===== config.mk =====
export PLATFORM = sky130hd
export DESIGN_NAME = tws_top
export DESIGN_NICKNAME = d
export VERILOG_FILES = /design/src/core/tws_pkg.sv /design/src/core/tws_clk_if.sv /design/src/core/tws_clkdiv.sv /design/src/core/tws_sync.sv /design/src/core/tws_top.sv
export SDC_FILE = /design/constraint.sdc
export NUM_CORES = 1
export LEC_CHECK = 0
export BUFFER_PORTS_ARGS = -buffer_cell sky130_fd_sc_hd__buf_2
export CAP_MARGIN = 20
export CORE_ASPECT_RATIO = 0.9
export CORE_MARGIN = 2
export CORE_UTILIZATION = 56
export CTS_CLUSTER_DIAMETER = 40
export DETAILED_ROUTE_END_ITERATION = 8
export MAX_ROUTING_LAYER = met4
export PLACE_DENSITY = 0.85
export REMOVE_ABC_BUFFERS = 1
export SLEW_MARGIN = 40
export SYNTH_ARGS = -nofsm -noshare
export SYNTH_HDL_FRONTEND = slang
export SYNTH_SLANG_ARGS = --single-unit
export TNS_END_PERCENT = 10

===== constraint.sdc =====
create_clock -name i_clk -period 4.4 [get_ports i_clk]
set_input_delay 0 -clock i_clk [delete_from_list [all_inputs] [get_ports i_clk]]
set_output_delay 0 -clock i_clk [all_outputs]
set_load 0.05 [all_outputs]

===== src/core/tws_pkg.sv =====
/*
   constants, register map and state type of the three-wire serial port.
   assumes a 32-bit classic wishbone slave and a 100 MHz system clock.
*/
package tws_pkg;

   localparam int unsigned TWS_ADR_W      = 18;
   localparam int unsigned TWS_DAT_W      = 32;

   // register indices; byte address is four times the index
   localparam logic [15:0] TWS_IDX_MODE   = 16'hFFB0;
   localparam logic [15:0] TWS_IDX_CLKSEL = 16'hFFB1;
   localparam logic [15:0] TWS_IDX_TXBUF  = 16'hFFB2;
   localparam logic [15:0] TWS_IDX_SHIFT  = 16'hFFB3;

   // mode/control field positions
   localparam int unsigned TWS_EN_BIT     = 7;
   localparam int unsigned TWS_TRMD_BIT   = 6;
   localparam int unsigned TWS_SSE_BIT    = 5;
   localparam int unsigned TWS_DIR_BIT    = 4;
   localparam int unsigned TWS_BUSY_BIT   = 0;

   // clock/phase select field positions
   localparam int unsigned TWS_CKP_BIT    = 4;
   localparam int unsigned TWS_DAP_BIT    = 3;
   localparam int unsigned TWS_CKS_LSB    = 0;

   // reset values
   localparam logic [7:0]  TWS_MODE_RST   = 8'h00;
   localparam logic [7:0]  TWS_CLKSEL_RST = 8'h10;
   localparam logic        TWS_SCK_RST    = 1'h0;

   localparam logic [2:0]  TWS_CKS_EXT    = 3'h7;
   localparam logic [4:0]  TWS_LAST_EDGE  = 5'hF;

   typedef enum logic {TWS_IDLE, TWS_RUN} tws_state_type;

endpackage


===== src/core/tws_clk_if.sv =====
/*
   link between the transfer engine and the serial clock prescaler.
   assumes both ends run on the system clock.
*/
`timescale 1ns/1ns
interface tws_clk_if;
   logic       run;
   logic [2:0] sel;
   logic       tick;

   modport gen  (input run, input sel, output tick);
   modport user (output run, output sel, input tick);
endinterface


===== src/core/tws_clkdiv.sv =====
/*
   serial clock prescaler: one tick per half serial clock period.
   assumes run is low whenever no master transfer is under way.
*/
`timescale 1ns/1ns
module tws_clkdiv (
   input  wire logic i_clk,
   input  wire logic i_rst_n,
   input  wire logic i_ce,
   tws_clk_if.gen    clk_if
);
   import tws_pkg::*;

   logic [6:0] cnt_q;
   logic [6:0] mask;

   // half period is 2^sel system clocks, so the serial clock is divided by 2^(sel+1)
   assign mask        = 7'((8'h01 << clk_if.sel) - 8'h01);
   assign clk_if.tick = clk_if.run & ((cnt_q & mask) == mask);

   always_ff @(posedge i_clk or negedge i_rst_n)
   begin
      if (!i_rst_n)
         cnt_q <= 7'h00;
      else if (i_ce)
      begin
         if (!clk_if.run)
            cnt_q <= 7'h00;
         else
            cnt_q <= 7'(cnt_q + 7'h01);
      end
   end
endmodule


===== src/core/tws_sync.sv =====
/*
   two flip-flop synchroniser for pin inputs.
   assumes inputs are asynchronous to i_clk.
*/
`timescale 1ns/1ns
module tws_sync #(
   parameter int           W       = 1,
   parameter logic [W-1:0] RST_VAL = '0
) (
   input  wire logic         i_clk,
   input  wire logic         i_rst_n,
   input  wire logic         i_ce,
   input  wire logic [W-1:0] i_d,
   output logic      [W-1:0] o_q
);
   logic [W-1:0] meta_q;
   logic [W-1:0] sync_q;

   always_ff @(posedge i_clk or negedge i_rst_n)
   begin
      if (!i_rst_n)
      begin
         meta_q <= RST_VAL;
         sync_q <= RST_VAL;
      end
      else if (i_ce)
      begin
         meta_q <= i_d;
         sync_q <= meta_q;
      end
   end

   assign o_q = sync_q;
endmodule


===== src/core/tws_top.sv =====
/*
   three-wire serial port: wishbone register file, transfer engine,
   slave-select gating and pin control.
   assumes a classic wishbone master on i_clk and pins asynchronous to it.
*/
// Summary of operation
// - one 8-bit character over clock, out, in
// - transmit/receive mode shifts both directions together
// - first-bit select: 0 MSB first, 1 LSB
// - buffer write starts transfer when mode bit set
// - buffer value loads shift register, drives output
// - shift register read starts reception, either mode
// - reception samples input into shift register
// - slave select high holds buffer-write start pending
// - pending start begins when select falls low
// - select rising mid-transfer aborts the transfer
// - reception follows the same select gating
// - enable low stops logic, releases pins
// - receive-only mode holds serial output low
// - busy flag read-only, high during transfer
// - clearing enable clears busy flag
// - clock select: divide by 2..128 or external
// - polarity and phase give four types; reset type 3
// - data registers have no reset value
// - completion pulses flag and clears busy
// - output holds last bit after completion
`timescale 1ns/1ns
module tws_top (
   input  wire logic                           i_clk,
   input  wire logic                           i_reset_n,
   input  wire logic                           i_ce,
   input  wire logic [tws_pkg::TWS_ADR_W-1:0]  i_wb_adr,
   input  wire logic [tws_pkg::TWS_DAT_W-1:0]  i_wb_dat,
   input  wire logic [3:0]                     i_wb_sel,
   input  wire logic                           i_wb_we,
   input  wire logic                           i_wb_cyc,
   input  wire logic                           i_wb_stb,
   output logic                                o_wb_ack,
   output logic      [tws_pkg::TWS_DAT_W-1:0]  o_wb_dat,
   input  wire logic                           i_sck,
   output logic                                o_sck,
   output logic                                o_sck_oe,
   input  wire logic                           i_si,
   output logic                                o_so,
   output logic                                o_so_oe,
   input  wire logic                           i_ss_n,
   output logic                                o_transfer_complete_irq_flag
);
   import tws_pkg::*;

   logic          [1:0]  rst_sync_q;
   logic                 rst_n;
   logic          [2:0]  pins_s;
   logic                 sck_s;
   logic                 si_s;
   logic                 ss_s;
   logic                 sck_prev_q;

   logic                 en_q;
   logic                 trmd_q;
   logic                 sse_q;
   logic                 dir_q;
   logic                 ckp_q;
   logic                 dap_q;
   logic          [2:0]  cks_q;
   logic          [7:0]  txbuf_q;
   logic          [7:0]  sr_q;

   logic                 ack_q;
   logic          [31:0] rdat_q;
   logic                 wb_req;
   logic          [15:0] idx;
   logic                 wr_lo;
   logic                 rd;
   logic                 hit_mode;
   logic                 hit_clk;
   logic                 hit_tx;
   logic                 hit_sr;
   logic          [7:0]  mode_rd;
   logic          [7:0]  clk_rd;

   tws_state_type        state_q;
   logic          [4:0]  hc_q;
   logic                 pend_q;
   logic                 busy;
   logic                 slave_mode;
   logic                 gated;
   logic                 ss_block;
   logic                 tx_start_req;
   logic                 rx_start_req;
   logic                 go;
   logic                 abort;
   logic                 ev;
   logic                 lead;
   logic                 sample;
   logic                 drive;
   logic                 done;
   logic                 idle_lvl;
   logic          [7:0]  tx_load;
   logic                 out_bit;
   logic                 first_bit;

   logic                 sck_q;
   logic                 sck_oe_q;
   logic                 so_q;
   logic                 so_oe_q;
   logic                 irq_q;

   tws_clk_if            clk_if ();

   // reset release is synchronised; assertion stays asynchronous
   always_ff @(posedge i_clk or negedge i_reset_n)
   begin
      if (!i_reset_n)
         rst_sync_q <= 2'h0;
      else if (i_ce)
         rst_sync_q <= {rst_sync_q[0], 1'h1};
   end
   assign rst_n = rst_sync_q[1];

   // select resets high so a slave sits deselected; clock low to match the edge detector
   tws_sync #(
      .W       (3),
      .RST_VAL (3'h1)
   ) u_sync (
      .i_clk   (i_clk),
      .i_rst_n (rst_n),
      .i_ce    (i_ce),
      .i_d     ({i_sck, i_si, i_ss_n}),
      .o_q     (pins_s)
   );
   assign sck_s = pins_s[2];
   assign si_s  = pins_s[1];
   assign ss_s  = pins_s[0];

   tws_clkdiv u_clkdiv (
      .i_clk   (i_clk),
      .i_rst_n (rst_n),
      .i_ce    (i_ce),
      .clk_if  (clk_if.gen)
   );

   // bus decode; one request per ack, ack drops the cycle after
   assign wb_req   = i_wb_cyc & i_wb_stb & ~ack_q;
   assign idx      = i_wb_adr[TWS_ADR_W-1:2];
   assign wr_lo    = wb_req & i_wb_we & i_wb_sel[0];
   assign rd       = wb_req & ~i_wb_we;
   assign hit_mode = (idx == TWS_IDX_MODE);
   assign hit_clk  = (idx == TWS_IDX_CLKSEL);
   assign hit_tx   = (idx == TWS_IDX_TXBUF);
   assign hit_sr   = (idx == TWS_IDX_SHIFT);

   assign busy    = (state_q == TWS_RUN);
   assign mode_rd = {en_q, trmd_q, sse_q, dir_q, 3'h0, busy};
   assign clk_rd  = {3'h0, ckp_q, dap_q, cks_q};

   always_ff @(posedge i_clk or negedge rst_n)
   begin
      if (!rst_n)
      begin
         ack_q  <= 1'h0;
         rdat_q <= 32'h00000000;
      end
      else if (i_ce)
      begin
         ack_q <= wb_req;
         if (rd)
         begin
            // unmapped indices read as zero and are still acknowledged
            if (hit_mode)
               rdat_q <= {24'h000000, mode_rd};
            else if (hit_clk)
               rdat_q <= {24'h000000, clk_rd};
            else if (hit_tx)
               rdat_q <= {24'h000000, txbuf_q};
            else if (hit_sr)
               rdat_q <= {24'h000000, sr_q};
            else
               rdat_q <= 32'h00000000;
         end
      end
   end

   // mode/control register; busy bit is not writable
   always_ff @(posedge i_clk or negedge rst_n)
   begin
      if (!rst_n)
      begin
         en_q   <= TWS_MODE_RST[TWS_EN_BIT];
         trmd_q <= TWS_MODE_RST[TWS_TRMD_BIT];
         sse_q  <= TWS_MODE_RST[TWS_SSE_BIT];
         dir_q  <= TWS_MODE_RST[TWS_DIR_BIT];
      end
      else if (i_ce && wr_lo && hit_mode)
      begin
         en_q   <= i_wb_dat[TWS_EN_BIT];
         trmd_q <= i_wb_dat[TWS_TRMD_BIT];
         sse_q  <= i_wb_dat[TWS_SSE_BIT];
         dir_q  <= i_wb_dat[TWS_DIR_BIT];
      end
   end

   // clock/phase select; reset value gives phase type 3
   always_ff @(posedge i_clk or negedge rst_n)
   begin
      if (!rst_n)
      begin
         ckp_q <= TWS_CLKSEL_RST[TWS_CKP_BIT];
         dap_q <= TWS_CLKSEL_RST[TWS_DAP_BIT];
         cks_q <= TWS_CLKSEL_RST[TWS_CKS_LSB+:3];
      end
      else if (i_ce && wr_lo && hit_clk)
      begin
         ckp_q <= i_wb_dat[TWS_CKP_BIT];
         dap_q <= i_wb_dat[TWS_DAP_BIT];
         cks_q <= i_wb_dat[TWS_CKS_LSB+:3];
      end
   end

   // start, gating and abort
   assign slave_mode   = (cks_q == TWS_CKS_EXT);
   assign gated        = en_q & sse_q & slave_mode;
   assign ss_block     = gated & ss_s;
   assign tx_start_req = wr_lo & hit_tx & en_q & trmd_q;
   assign rx_start_req = rd & hit_sr & en_q;
   assign go           = en_q & (state_q == TWS_IDLE)
                         & (tx_start_req | rx_start_req | pend_q) & ~ss_block;
   assign abort        = busy & ss_block;

   always_ff @(posedge i_clk or negedge rst_n)
   begin
      if (!rst_n)
         pend_q <= 1'h0;
      else if (i_ce)
      begin
         if (!en_q || go)
            pend_q <= 1'h0;
         else if (tx_start_req || rx_start_req)
            pend_q <= 1'h1;
      end
   end

   // edge events: prescaler ticks as master, synchronised pin edges as slave
   assign idle_lvl        = ~ckp_q;
   assign clk_if.run      = busy & ~slave_mode;
   assign clk_if.sel      = cks_q;
   assign ev              = busy & (slave_mode ? (sck_s ^ sck_prev_q) : clk_if.tick);
   assign lead            = ~hc_q[0];
   assign sample          = ev & (lead == dap_q);
   assign drive           = ev & (lead != dap_q) & (hc_q != TWS_LAST_EDGE);
   assign done            = ev & (hc_q == TWS_LAST_EDGE);
   assign tx_load         = (wr_lo && hit_tx) ? i_wb_dat[7:0] : txbuf_q;
   assign out_bit         = dir_q ? sr_q[0] : sr_q[7];
   assign first_bit       = dir_q ? tx_load[0] : tx_load[7];

   always_ff @(posedge i_clk or negedge rst_n)
   begin
      if (!rst_n)
         sck_prev_q <= TWS_SCK_RST;
      else if (i_ce)
         sck_prev_q <= sck_s;
   end

   always_ff @(posedge i_clk or negedge rst_n)
   begin
      if (!rst_n)
      begin
         state_q <= TWS_IDLE;
         hc_q    <= 5'h00;
      end
      else if (i_ce)
      begin
         case (state_q)
            TWS_IDLE:
            begin
               hc_q <= 5'h00;
               if (go)
                  state_q <= TWS_RUN;
            end
            TWS_RUN:
            begin
               if (!en_q || abort || done)
                  state_q <= TWS_IDLE;
               else if (ev)
                  hc_q <= 5'(hc_q + 5'h01);
            end
            default:
               state_q <= TWS_IDLE;
         endcase
      end
   end

   // data registers carry no reset
   always_ff @(posedge i_clk)
   begin
      if (i_ce && wr_lo && hit_tx)
         txbuf_q <= i_wb_dat[7:0];
   end

   always_ff @(posedge i_clk)
   begin
      if (i_ce)
      begin
         if (go && trmd_q)
            sr_q <= tx_load;
         else if (sample && !abort)
         begin
            if (dir_q)
               sr_q <= {si_s, sr_q[7:1]};
            else
               sr_q <= {sr_q[6:0], si_s};
         end
      end
   end

   // pins; data out holds its last bit between transfers
   always_ff @(posedge i_clk or negedge rst_n)
   begin
      if (!rst_n)
         so_q <= 1'h0;
      else if (i_ce)
      begin
         if (!trmd_q)
            so_q <= 1'h0;
         else if (go && dap_q)
            so_q <= first_bit;
         else if (drive && !abort)
            so_q <= out_bit;
      end
   end

   always_ff @(posedge i_clk or negedge rst_n)
   begin
      if (!rst_n)
         sck_q <= TWS_SCK_RST;
      else if (i_ce)
      begin
         if (!busy || slave_mode)
            sck_q <= idle_lvl;
         else if (clk_if.tick)
            sck_q <= ~sck_q;
      end
   end

   always_ff @(posedge i_clk or negedge rst_n)
   begin
      if (!rst_n)
      begin
         sck_oe_q <= 1'h0;
         so_oe_q  <= 1'h0;
         irq_q    <= 1'h0;
      end
      else if (i_ce)
      begin
         sck_oe_q <= en_q & ~slave_mode;
         so_oe_q  <= en_q;
         irq_q    <= done & en_q & ~abort;
      end
   end

   assign o_wb_ack                     = ack_q;
   assign o_wb_dat                     = rdat_q;
   assign o_sck                        = sck_q;
   assign o_sck_oe                     = sck_oe_q;
   assign o_so                         = so_q;
   assign o_so_oe                      = so_oe_q;
   assign o_transfer_complete_irq_flag = irq_q;
endmodule

; Yosys cells after proc, flatten, opt, wreduce, memory -nomap -nowiden
; Index checks and enable logic that the tools add are counted.
[classes]
addsub = 3
eq_ne = 13
shift = 1
muxes = 25
bitwise_logic = 40
n_reduce_logical = 26
[op_table]
columns = op, n
row1 = $eq 16x16->1 const B, 4
row2 = $mux 8, 7
row3 = $mux 32, 1
row4 = $and 1x1->1, 27
row5 = $mux 1, 12
row6 = $mux 5, 2
row7 = $pmux 5 s2, 1
row8 = $reduce_and 2->1, 5
row9 = $logic_and 1x1->1, 9
row10 = $not 1->1, 9
row11 = $add 7x1->7 const B, 1
row12 = $and 7x7->7, 1
row13 = $eq 7x7->1, 1
row14 = $mux 7, 1
row15 = $shl 1x3->7 const A, 1
row16 = $sub 7x1->7 const B, 1
row17 = $reduce_bool 2->1, 3
row18 = $add 5x1->5 const B, 1
row19 = $eq 5x4->1 const B, 1
row20 = $logic_or 1x1->1, 5
row21 = $ne 5x4->1 const B, 1
row22 = $eq 3x3->1 const B, 1
row23 = $logic_not 1->1, 3
row24 = $ne 3x1->1 const B, 1
row25 = 8 further kinds, 9
[totals]
regBits = 86
in_bits = 63
output_inout_bits = 38
word_cells = 132

; Longest topological paths before layout
; Gate-level depths: netlist of run 1.
[depth]
ltp_word = 14
depth_mapped = 10
depth_no_buf = 9

; Modules after synthesis
; A second synthesis of run 1 with hierarchy kept.
[hier_totals]
hier_cells = 312
hier_area_um2 = 3494.6
[by_module_without_submodules]
columns = module, instances, cells_per_inst, area_each_um2, seq_area_each_um2
row1 = tws_top, 1, 250, 2830.2, 1307.5
row2 = tws_clkdiv, 1, 49, 410.4, 175.2
row3 = tws_sync, 1, 13, 254.0, 152.6

; Least setup slack after synthesis of run 1
; OpenSTA, ideal clock, no wires.
[synth_timing]
path_type = reg2reg
start = register cks_q[1]
end = register sr_q[0] (enable)
setup_time_ns = 0.330
arrival_ns = 2.283
t_required_ns = 4.070
setup_slack_ns = 1.787
path_stages_with_launch = 10
path_buffers = 1
period_less_slack_ns = 2.613
path_cell_list = dfrtp_1 -> clkbuf_1 -> or3_1 -> ha_1 -> nor2_1 -> a31oi_1 -> o311ai_0 -> o21ai_0 -> and3_1 -> o21a_1
[synth_via]
elab_chain_len = 11
word_cells_on_any_way = 21
cone_classes = add/sub: 1 / eq/ne: 2 / shift: 1 / mux: 1 / bitwise: 11 / reduce/logical: 5
[synth_rtl]
columns = item, line
row1 = from (decl), tws_top.sv:65  ; logic [2:0] cks_q;
row2 = from (signal assigned), tws_top.sv:210  ; cks_q <= TWS_CLKSEL_RST[TWS_CKS_LSB+:3];
row3 = from (signal assigned), tws_top.sv:216  ; cks_q <= i_wb_dat[TWS_CKS_LSB+:3];
row4 = $shl 1x3->7, tws_clkdiv.sv:18  ; assign mask = 7'((8'h01 << clk_if.sel) - 8'h01);
row5 = $sub 7x1->7, tws_clkdiv.sv:18
row6 = $and 7x7->7, tws_clkdiv.sv:19  ; assign clk_if.tick = clk_if.run & ((cnt_q & mask) == mask);
row7 = $eq 7x7->1, tws_clkdiv.sv:19
row8 = $and 1x1->1, tws_clkdiv.sv:19
row9 = $mux 1, tws_top.sv:247  ; assign ev = busy & (slave_mode ? (sck_s ^ sck_prev_q) : clk_if.tick);
row10 = $and 1x1->1, tws_top.sv:247
row11 = $and 1x1->1, tws_top.sv:249  ; assign sample = ev & (lead == dap_q);
row12 = $logic_and 1x1->1, tws_top.sv:306  ; else if (sample && !abort)
row13 = $reduce_bool 2->1 (no line) (*), -
row14 = $reduce_and 2->1 (no line) (*), -
row15 = to (signal assigned), tws_top.sv:305  ; sr_q <= tx_load;
row16 = to (signal assigned), tws_top.sv:309  ; sr_q <= {si_s, sr_q[7:1]};
row17 = to (signal assigned), tws_top.sv:311  ; sr_q <= {sr_q[6:0], si_s};
row18 = to (decl), tws_top.sv:67  ; logic [7:0] sr_q;
; Every way passes the cells marked *; elsewhere a longest branch is shown, timed or not.
; A chain may end at the register's enable or synchronous reset.

; Worst setup path in the final report of run 1
[layout_timing]
start = register cks_q[1]
end = register sr_q[3] (enable)
; Same word-level chain as after synthesis.

==> metrics.json, run 1 <==
{
  "power": {
    "worst_vdd_rail_ir_drop_v": 0.000233,
    "power.share.sequential": 0.475,
    "p_total_mw": 1.62,
    "switching_power_mw": 0.515,
    "powerDensity_mw_per_mm2": 402,
    "share_clk_of_total_power": 0.304,
    "cellLeakagePower_nw": 1.79,
    "cell_internal_pwr_mw": 1.10,
    "switching_share": 0.319,
    "power.share.combinational": 0.221
  },
  "critical_path": {
    "worst_ep_required_ps": 4410,
    "crit_path_cell_trace": "or3_1 > ha_1 > nor2_1 > a31oi_1 > o311ai_1 > o21ai_0 > and3_1 > o21a_1",
    "worst_ep_arrival_time_ps": 2930,
    "worst_setup_path_start_kind": "register",
    "reg_to_reg_startpoint": "cks_q[1]",
    "timing.critical_path.slowest_cell_delay_ps": 530,
    "critical_path_class": "reg -> reg",
    "crit_path_max_fanout": 12,
    "crit_family": "compound AO/OA/AOI/OAI gates",
    "critical_path.endpoint_type": "register",
    "critical-path-slowest-cell": "dfrtp_1",
    "worst_setup_path_startpoint": "cks_q[1]",
    "path_buf_inv": 0
  },
  "synth": {
    "synth-warning-count": 0,
    "synth_seq_area_share": 0.461,
    "synth-seq-cells": 62,
    "top_post_synthesis_cells_by_area": "dfrtp_1 30%, edfxtp_1 14%, mux2_2 6.3%",
    "syn-mean-instance-area_um2": 10.5,
    "synthMostInstantiatedCell": "dfrtp_1",
    "synth-main-ff-cell": "dfrtp_1",
    "post_synth_inst_count": 338,
    "cell_area_after_synthesis_mm2": 0.00355,
    "yosysUniqueCellTypes": 59,
    "ys_async_sr_fraction": 0.742,
    "post_synthesis_cell_type_with_the_largest_combined_area": "dfrtp_1",
    "synth.top_cell.area_share": 0.303,
    "netlist_top_cells_count": "43 x dfrtp_1, 24 x buf_4, 22 x nand2_1, 21 x a21oi_1, 20 x mux2_2",
    "synth_edf_count": 16
  },
  "detailed_routing": {
    "detailroute.via_count": 2735,
    "postRouteAntennaNets": 0,
    "vias_per_cell": 5.66,
    "drc_errors": 0,
    "wl_per_cell_um": 16.1,
    "detailed_routing_iteration_count_for_the_pre_antenna_repair_pass": 4,
    "dr.first_iter.drc_count": 244,
    "drt_wl_total_um": 7760
  },
  "cells_and_area": {
    "final_core_utilization": 0.658,
    "syn_to_final_growth_pct": 13.4,
    "share_of_final_layout_standard_cells_stronger_than_drive_strength_1": 0.242,
    "final_net_count": 458,
    "antenna-diode-count": 0
  },
  "clock_tree": {
    "cts_max_path_buffers": 2,
    "cts_inserted_buffers": 9,
    "clock_pin_slew_of_the_registers_on_the_worst_case_setup_and_hold_paths_ps": 70,
    "cts_htree_levels": 3,
    "tritoncts": "built",
    "post_cts.resized_instances": 0,
    "post_cts_buffers": 0,
    "clock-sinks": 62,
    "cts_root_buffer": "clkbuf_8",
    "clk_latency_ps": 350
  },
  "sta": {
    "setup_total_negative_slack_ps": 0,
    "worst_slew_pin_slew_ps": 802,
    "layout_worst_path_cycle_share": 0.662,
    "final_max_slew_viol_count": 0,
    "slew_headroom": 0.464,
    "maxClockFrequency_mhz": 343,
    "finalClockSkew_ps": 10.8,
    "number_of_endpoints_with_negative_hold_slack_in_the_final_report": 0,
    "setup_viol": 0,
    "rsz0062_at_grt": "no",
    "timing.final.crit_period_ps": 2910
  },
  "floorplanning": {
    "boundaryPins": 101,
    "dieWidth_um": 87.9,
    "starting_density_of_the_core": 0.580,
    "design.core.area_mm2": 0.00611,
    "die_y_um": 79.5,
    "placementRows": 27,
    "design.die.area_mm2": 0.00699
  },
  "global_route": {
    "number_of_antenna_violations_at_the_first_check_in_global_routing": 0,
    "grt_max_degree": 46,
    "groute.usage.overall": 0.248,
    "globalRoute.totalOverflow": 0,
    "grt_pass1_wl_um": 12700,
    "grt_pass1_vias": 2636
  },
  "min_path": {
    "hold_path.class": "in -> reg",
    "holdCritStartpoint": "i_wb_we"
  },
  "placement": {
    "gp_routability_congestion": 0.874,
    "buffer_ports.inserted": 47,
    "hpwlAfterDp_um": 5380
  },
  "flow_run": {
    "cap_viol_max_count": 0
  },
  "status": {
    "run_status": "finished, final reports clean"
  }
}
-- final timing paths --
path	to	slack, ps	cells after the start
hold reg to reg	u_clkdiv.cnt_q[1]	330	0
hold / removal	o_wb_dat[5]	40	3
setup / recovery	sr_q[3]	1490	8
max in group asynchronous	hc_q[2]	3680	0
setup reg to reg	sr_q[3]	1490	8
min in group asynchronous	u_clkdiv.cnt_q[1]	330	0
-- per-layer routing --
layer | wire, um | GRT usage | vias up | share of wire
li1 | - | - | 1307 | -
met1 | 3360 | 0.319 | 1318 | 0.43
met2 | 3710 | 0.379 | 101 | 0.48
met3 | 599 | 0.0755 | 9 | 0.077
met4 | 87 | 0.0769 | 0 | 0.011
met5 | 0 | - | - | 0
-- state kept, by name, summed over array words and instances (netlist names), 2 cells and up --
register / count
u_sync.o_q: 3
txbuf_q: 8
u_sync.meta_q: 3
hc_q: 5
sr_q: 8
cks_q: 3
rst_sync_q: 2
u_clkdiv.cnt_q: 7
o_wb_dat: 8
-- area by class of cell --
class / instances / area [um2]
Inverter: 11 / 41.3
Tap cell: 87 / 109
Clock buffer: 11 / 141
Fill cell: 479 / 2090
Sequential cell: 62 / 1640
Timing Repair Buffer: 60 / 365
Clock inverter: 5 / 48.8
Multi-Input combinational cell: 247 / 1680
-- layout by cell type (no fill, tap or decap), drive strengths merged, types with 5 or more instances in the layout --
cell type / n
dfrtp: 43
inv: 11
and3: 7
a21oi: 21
nor2b: 11
clkbuf: 11
o21ai: 19
buf: 47
mux2i: 11
a211oi: 9
mux2: 20
nand2: 22
edfxtp: 16
dlygate4sd3: 13
a22oi: 5
nand4: 7
conb: 24
nor2: 18
-- power groups by stage --
stage | logic [mW] | clock network, mW | registers, mW
2_1_floorplan | 0.240 | 0 | 0.783
3_3_place_gp | 0.334 | 0 | 0.771
3_5_place_dp | 0.346 | 0 | 0.776
4_1_cts | 0.357 | 0.501 | 0.766
5_1_grt | 0.395 | 0.529 | 0.782
6_report | 0.358 | 0.492 | 0.768
-- per-stage QoR --
stage                     instance area (um2)  setup slack (ps)  instances  hold WS [ps]
after floorplan                          3350              1880        320          -296
after global routing                     4020              1280        483          41.9
final                                    4020              1490        483          41.4
after detailed placement                 3700              1410        454          -212
after global placement                   3700              1490        454          -216
after CTS                                4020              1390        483          16.4
-- repair_timing --
action | in CTS | in global routing
hold endpoints to repair | 22 | 0
setup endpoints to repair | 0 | 0
hold buffers | 13 | 0
-- worst register-to-register path: stages (launching register included) --
cell and delay (ps):
dfrtp_1 530, or3_1 410, ha_1 290, nor2_1 50
a31oi_1 140, o311ai_1 210, o21ai_0 380, and3_1 220
o21a_1 340
-- kinds of logic (layout without fill, tap and decap cells) --
kind of cell | after synthesis | in the layout | share of synthesized area
simple gates | 93 | 93 | 0.142
buf+inv | 52 | 87 | 0.0906
xor+xnor | 7 | 7 | 0.0173
compound gates | 85 | 85 | 0.159
flops | 62 | 62 | 0.461
fa+ha+maj | 4 | 4 | 0.0141
mux | 34 | 34 | 0.115
other cells | 1 | 24 | 0.00106
Note: power is estimated with default switching activity, not from simulation.
==> inputs of run 2 (changes only) <==
Settings changed: CORE_UTILIZATION 56 to 52, PLACE_DENSITY 0.85 to 0.8.
Clock period 4.4 ns to 3 ns, I/O delays scaled along.
==> metrics.json, run 2 (synthesized netlist as in run 1, its figures left out) <==
{
  "sta": {
    "setup_total_negative_slack": {"value": 0, "unit": "ps", "change": "unchanged"},
    "number_of_endpoints_with_negative_hold_slack_in_the_final_report": {"value": 0, "change": "unchanged"},
    "layout_worst_path_cycle_share": {"value": 0.906, "change": "+0.244"},
    "hold-worst-slack": {"value": 42.1, "unit": "ps", "change": "+0.730 ps"},
    "timing.final.crit_period": {"value": 2720, "unit": "ps", "change": "-195 ps"},
    "setup_slack": {"value": 281, "unit": "ps", "change": "-1210 ps"},
    "slew_headroom": {"value": 0.530, "change": "+0.0667"},
    "maxClockFrequency": {"value": 368, "unit": "MHz", "change": "+7.2%"},
    "finalClockSkew": {"value": 9.93, "unit": "ps", "change": "-0.832 ps"},
    "setup_viol": {"value": 0, "change": "unchanged"},
    "final_max_slew_viol_count": {"value": 0, "change": "unchanged"},
    "worst_slew_pin_slew": {"value": 696, "unit": "ps", "change": "-106 ps"},
    "rsz0062_at_grt": "no"
  },
  "clock_tree": {
    "hold_fix_buffers_cts": {"value": 13, "change": "unchanged"},
    "cts_max_path_buffers": {"value": 2, "change": "unchanged"},
    "post_cts_buffers": {"value": 0, "change": "unchanged"},
    "clock_pin_slew_of_the_registers_on_the_worst_case_setup_and_hold_paths": {"value": 70, "unit": "ps", "change": "about the same"},
    "cts_htree_levels": {"value": 3, "change": "unchanged"},
    "clock-sinks": {"value": 62, "change": "unchanged"},
    "tritoncts": "built",
    "clk_latency": {"value": 350, "unit": "ps", "change": "about the same"},
    "cts_inserted_buffers": {"value": 9, "change": "unchanged"},
    "cts_root_buffer": "clkbuf_8",
    "post_cts.resized_instances": {"value": 0, "change": "unchanged"}
  },
  "placement": {
    "hpwlAfterDp": {"value": 5540, "unit": "um", "change": "+3.0%"},
    "gp_routability_congestion": {"value": 0.882, "change": "+0.82%"},
    "dpl_worst_slack": {"value": 284, "unit": "ps", "change": "-1130 ps"},
    "post-place-cells": {"value": 465, "change": "+2.4%"},
    "buffer_ports.inserted": {"value": 47, "change": "unchanged"}
  },
  "flow_run": {
    "cap_viol_max_count": {"value": 0, "change": "unchanged"}
  },
  "cells_and_area": {
    "final_common_cell": "buf_2",
    "share_of_final_layout_standard_cells_stronger_than_drive_strength_1": {"value": 0.260, "change": "+0.0175"},
    "multi_input_area": {"value": 0.00168, "unit": "mm2", "change": "unchanged"},
    "antenna-diode-count": {"value": 0, "change": "unchanged"},
    "final_net_count": {"value": 466, "change": "+1.7%"},
    "filler_cell_count": {"value": 564, "change": "+18%"},
    "final-seq-area": {"value": 0.00164, "unit": "mm2", "change": "-0.15%"},
    "syn_to_final_growth_pct": 15.1,
    "most-common-layout-cells": "47 x buf_2, 42 x dfrtp_1, 24 x conb_1",
    "finalNonFillerCells": {"value": 494, "change": "+2.3%"}
  },
  "detailed_routing": {
    "wl_per_cell": {"value": 15.9, "unit": "um", "change": "-1.2%"},
    "vias_per_cell": {"value": 5.65, "change": "-0.22%"},
    "drt_wl_total": {"value": 7840, "unit": "um", "change": "+1.1%"},
    "dr.first_iter.drc_count": {"value": 180, "change": "-26%"},
    "postRouteAntennaNets": {"value": 0, "change": "unchanged"},
    "detailroute.via_count": {"value": 2791, "change": "+2.0%"},
    "detailed_routing_iteration_count_for_the_pre_antenna_repair_pass": {"value": 4, "change": "unchanged"},
    "drc_errors": {"value": 0, "change": "unchanged"}
  },
  "critical_path": {
    "crit_path_max_fanout": {"value": 8, "change": "-4"},
    "worst_ep_arrival_time": {"value": 2950, "unit": "ps", "change": "+20 ps"},
    "worst_setup_path_start_kind": "register",
    "reg_to_reg_startpoint": "cks_q[2]",
    "critical-path-slowest-cell": "o21ai_1",
    "critical_path_class": "reg -> reg",
    "timing.rr.end": "hc_q[4]",
    "crit_family": "compound AO/OA/AOI/OAI gates",
    "r2r_cells": {"value": 8, "change": "unchanged"},
    "worst-r2r-setup-slack": {"value": 280, "unit": "ps", "change": "-1210 ps"},
    "path_buf_inv": {"value": 0, "change": "unchanged"},
    "worst_ep_required": {"value": 3230, "unit": "ps", "change": "-1180 ps"},
    "timing.critical_path.slowest_cell_delay": {"value": 520, "unit": "ps", "change": "about the same"},
    "critical_path.endpoint_type": "register",
    "crit_path_cell_trace": "or3_1 > ha_1 > nor2_1 > a31oi_1 > o311ai_0 > o21ai_1 > nand2_1 > a311o_1"
  },
  "floorplanning": {
    "placementRows": {"value": 28, "change": "+3.7%"},
    "starting_density_of_the_core": {"value": 0.539, "change": "-0.0416"},
    "die_y": {"value": 82.4, "unit": "um", "change": "+3.6%"},
    "dieWidth": {"value": 91.1, "unit": "um", "change": "+3.6%"},
    "boundaryPins": {"value": 101, "change": "unchanged"},
    "design.core.area": {"value": 0.00659, "unit": "mm2", "change": "+7.7%"},
    "design.die.area": {"value": 0.00750, "unit": "mm2", "change": "+7.3%"}
  },
  "min_path": {
    "holdPathStages": {"value": 3, "change": "unchanged"},
    "hold_path.class": "in -> reg",
    "holdCritStartpoint": "i_wb_we",
    "min_to": "o_wb_dat[5]"
  },
  "power": {
    "worst_vdd_rail_ir_drop": {"value": 0.000427, "unit": "V", "change": "+83%"},
    "powerDensity": {"value": 580, "unit": "mW/mm2", "change": "+44%"},
    "cellLeakagePower": {"value": 1.83, "unit": "nW", "change": "+2.1%"}
  },
  "global_route": {
    "grt_pass1_vias": {"value": 2586, "change": "-1.9%"},
    "grt_pass1_wl": {"value": 12900, "unit": "um", "change": "+1.5%"},
    "grt_max_degree": {"value": 46, "change": "unchanged"},
    "globalRoute.totalOverflow": {"value": 0, "change": "unchanged"},
    "number_of_antenna_violations_at_the_first_check_in_global_routing": {"value": 0, "change": "unchanged"},
    "groute.usage.overall": {"value": 0.228, "change": "-0.0198"}
  },
  "status": {
    "run_status": "finished, final reports clean"
  }
}
==> run 2: per-layer routing <==
| layer | part of all wire | GRT usage | wire length [um] | vias up |
|---|---|---|---|---|
| li1 | - | - | - | 1324 |
| met1 | 0.46 | 0.312 | 3600 | 1364 |
| met2 | 0.47 | 0.341 | 3700 | 94 |
| met3 | 0.061 | 0.0653 | 478 | 9 |
| met4 | 0.0077 | 0.0545 | 60 | 0 |
| met5 | 0 | - | 0 | - |
==> run 2: how the worst max path moves through the flow <==
stage / startpoint / endpoint / slack [ps] / cells past startpoint
3_5_place_dp: cks_q[1] / hc_q[4] / 280 / 8
3_3_place_gp: cks_q[1] / sr_q[2] / 340 / 8
4_1_cts: cks_q[2] / hc_q[4] / 270 / 8
6_report: cks_q[2] / hc_q[4] / 280 / 8
5_1_grt: cks_q[2] / sr_q[2] / 40 / 8
2_1_floorplan: cks_q[1] / sr_q[0] / 480 / 8
==> run 2: power by group <==
group / total [mW] / switching (mW) / internal (mW)
registers: 1.12 / 0.123 / 1.00
logic: 0.526 / 0.310 / 0.215
clock network: 0.717 / 0.335 / 0.382
==> run 2: worst min-delay path, stage by stage <==
cell and delay [ps]:
buf_2 110, or3_2 160, o21ai_0 70
==> run 2: through the flow <==
stage | utilization | power (mW) | instance area [um2]
after floorplan | - | 1.50 | 3350
after global placement | 0.571 | 1.62 | 3760
after detailed placement | 0.571 | 1.65 | 3760
after CTS | 0.620 | 2.38 | 4080
after global routing | 0.620 | 2.49 | 4080
final | 0.620 | 2.37 | 4080
==> run 2: final cells by class <==
| cell class | instances | area share |
|---|---|---|
| flip-flops and latches | 62 | 0.401 |
| clock inverters | 6 | 0.0153 |
| clock buffers | 10 | 0.0312 |
| inverters | 11 | 0.0101 |
| repair buffers | 68 | 0.104 |
| well taps | 90 | 0.0276 |
| multi-input cells | 247 | 0.411 |
==> inputs of run 3 (changes only) <==
Settings changed: MAX_ROUTING_LAYER met4 to not set.
==> metrics.json, run 3 (synthesized netlist as in run 1, its figures left out) <==
{
  "clock_tree": {
    "post_cts.resized_instances": {"value": 0, "change": "unchanged"},
    "clock_pin_slew_of_the_registers_on_the_worst_case_setup_and_hold_paths": {"value": 70, "unit": "ps", "change": "about the same"},
    "clk_latency": {"value": 350, "unit": "ps", "change": "about the same"},
    "hold_fix_buffers_cts": {"value": 13, "change": "unchanged"},
    "post_cts_buffers": {"value": 0, "change": "unchanged"},
    "cts_inserted_buffers": {"value": 9, "change": "unchanged"},
    "tritoncts": "built",
    "cts_max_path_buffers": {"value": 2, "change": "unchanged"},
    "cts_htree_levels": {"value": 3, "change": "unchanged"},
    "clock-sinks": {"value": 62, "change": "unchanged"},
    "cts_root_buffer": "clkbuf_8"
  },
  "cells_and_area": {
    "share_of_final_layout_standard_cells_stronger_than_drive_strength_1": {"value": 0.260, "change": "unchanged"},
    "most-common-layout-cells": "47 x buf_2, 42 x dfrtp_1, 24 x conb_1",
    "finalInstanceArea": {"value": 0.00408, "unit": "mm2", "change": "unchanged"},
    "syn_to_final_growth": {"value": 15.1, "unit": "%", "change": "unchanged"},
    "final_net_count": {"value": 466, "change": "unchanged"},
    "antenna-diode-count": {"value": 0, "change": "unchanged"},
    "final_common_cell": "buf_2",
    "finalNonFillerCells": {"value": 494, "change": "unchanged"}
  },
  "global_route": {
    "groute.usage.overall": {"value": 0.221, "change": "-0.00684"},
    "globalRoute.totalOverflow": {"value": 0, "change": "unchanged"},
    "grt_max_degree": {"value": 46, "change": "unchanged"},
    "grt_pass1_wl": {"value": 12900, "unit": "um", "change": "-0.21%"},
    "grt_pass1_vias": {"value": 2594, "change": "+0.31%"},
    "number_of_antenna_violations_at_the_first_check_in_global_routing": {"value": 0, "change": "unchanged"}
  },
  "sta": {
    "layout_worst_path_cycle_share": {"value": 0.907, "change": "about the same"},
    "rsz0062_at_grt": "no",
    "setup_slack": {"value": 279, "unit": "ps", "change": "-2.01 ps"},
    "final_max_slew_viol_count": {"value": 0, "change": "unchanged"},
    "finalClockSkew": {"value": 10.1, "unit": "ps", "change": "+0.137 ps"},
    "setup_viol": {"value": 0, "change": "unchanged"},
    "timing.final.crit_period": {"value": 2720, "unit": "ps", "change": "+2.01 ps"},
    "maxClockFrequency": {"value": 368, "unit": "MHz", "change": "about the same"},
    "number_of_endpoints_with_negative_hold_slack_in_the_final_report": {"value": 0, "change": "unchanged"},
    "setup_total_negative_slack": {"value": 0, "unit": "ps", "change": "unchanged"},
    "slew_headroom": {"value": 0.530, "change": "about the same"},
    "worst_slew_pin_slew": {"value": 696, "unit": "ps", "change": "-0.346 ps"}
  },
  "floorplanning": {
    "die_y": {"value": 82.4, "unit": "um", "change": "unchanged"},
    "design.die.area": {"value": 0.00750, "unit": "mm2", "change": "unchanged"},
    "design.core.area": {"value": 0.00659, "unit": "mm2", "change": "unchanged"},
    "starting_density_of_the_core": {"value": 0.539, "change": "unchanged"},
    "boundaryPins": {"value": 101, "change": "unchanged"},
    "dieWidth": {"value": 91.1, "unit": "um", "change": "unchanged"},
    "placementRows": {"value": 28, "change": "unchanged"}
  },
  "critical_path": {
    "critical-path-slowest-cell": "o21ai_1",
    "worst_setup_path_start_kind": "register",
    "worst_ep_required": {"value": 3220, "unit": "ps", "change": "about the same"},
    "worst_ep_arrival_time": {"value": 2950, "unit": "ps", "change": "about the same"},
    "crit_path_cell_trace": "or3_1 > ha_1 > nor2_1 > a31oi_1 > o311ai_0 > o21ai_1 > nand2_1 > a311o_1",
    "worst-r2r-setup-slack": {"value": 280, "unit": "ps", "change": "about the same"},
    "critical_path.endpoint_type": "register",
    "crit_path_max_fanout": {"value": 8, "change": "unchanged"},
    "critical_path_class": "reg -> reg",
    "timing.critical_path.slowest_cell_delay": {"value": 530, "unit": "ps", "change": "about the same"}
  },
  "min_path": {
    "hold_path.class": "in -> reg"
  },
  "power": {
    "powerDensity": {"value": 578, "unit": "mW/mm2", "change": "-0.25%"},
    "p_total": {"value": 2.36, "unit": "mW", "change": "-0.25%"},
    "cellLeakagePower": {"value": 1.83, "unit": "nW", "change": "unchanged"},
    "worst_vdd_rail_ir_drop": {"value": 0.000428, "unit": "V", "change": "+0.27%"}
  },
  "placement": {
    "dpl_worst_slack": {"value": 284, "unit": "ps", "change": "unchanged"},
    "gp_routability_congestion": {"value": 0.868, "change": "-1.6%"},
    "post-place-cells": {"value": 465, "change": "unchanged"},
    "placedInstanceArea": {"value": 0.00376, "unit": "mm2", "change": "unchanged"},
    "hpwlAfterDp": {"value": 5540, "unit": "um", "change": "unchanged"},
    "buffer_ports.inserted": {"value": 47, "change": "unchanged"}
  },
  "detailed_routing": {
    "dr.first_iter.drc_count": {"value": 150, "change": "-17%"},
    "drc_errors": {"value": 0, "change": "unchanged"},
    "vias_per_cell": {"value": 5.70, "change": "+0.90%"},
    "postRouteAntennaNets": {"value": 0, "change": "unchanged"},
    "wl_per_cell": {"value": 15.8, "unit": "um", "change": "-0.24%"},
    "detailed_routing_iteration_count_for_the_pre_antenna_repair_pass": {"value": 5, "change": "+1"},
    "detailroute.via_count": {"value": 2816, "change": "+0.90%"},
    "drt_wl_total": {"value": 7820, "unit": "um", "change": "-0.24%"}
  },
  "status": {
    "run_status": "finished, final reports clean"
  },
  "flow_run": {
    "cap_viol_max_count": {"value": 0, "change": "unchanged"}
  }
}
run 3: cell counts in the layout (fill, tap and decap cells not counted):
No cell type changed its count.
run 3: worst max-delay path: cells and delay by family, from the launching register on:
| family | cells | cell delay [ps] |
|---|---|---|
| AO/OA/AOI/OAI | 4 | 1300 |
| AND/OR/NAND/NOR | 3 | 560 |
| flip-flops | 1 | 460 |
| adder cells (fa/ha/maj) | 1 | 280 |
run 3: cell type report:
class / count / area, um2
clock buffers: 10 / 128
clock inverters: 6 / 62.6
fillers: 564 / 2500
inverters: 11 / 41.3
multi-input cells: 247 / 1680
flip-flops and latches: 62 / 1640
well taps: 90 / 113
repair buffers: 68 / 425
run 3: layer usage:
layer | vias to the layer above | wire [um] | GRT usage
met1 | 1378 | 3530 | 0.310
met2 | 104 | 3710 | 0.342
met3 | 9 | 504 | 0.0653
met5 | - | 0 | 0
met4 | 0 | 74 | 0.0545
li1 | 1325 | - | -
run 3: worst paths after layout:
kind                                from                end  cells after the start
min in group asynchronous  rst_sync_q[1]  u_clkdiv.cnt_q[1]                      1
hold reg to reg            rst_sync_q[1]  u_clkdiv.cnt_q[1]                      1
max in group asynchronous  rst_sync_q[1]            hc_q[3]                      1
hold / removal                   i_wb_we        o_wb_dat[5]                      3
setup / recovery                cks_q[2]            hc_q[4]                      8
setup reg to reg                cks_q[2]            hc_q[4]                      8
run 3: power breakdown:
part / leakage (nW) / internal [mW] / switching, mW
clock network: 0.100 / 0.382 / 0.329
registers: 0.692 / 1.00 / 0.123
logic: 1.04 / 0.215 / 0.310
run 3: per-stage QoR:
stage           util  hold WS [ps]
2_1_floorplan      -          -296
3_3_place_gp   0.571          -216
3_5_place_dp   0.571          -211
4_1_cts        0.620          19.2
5_1_grt        0.620          54.7
6_report       0.620          41.7
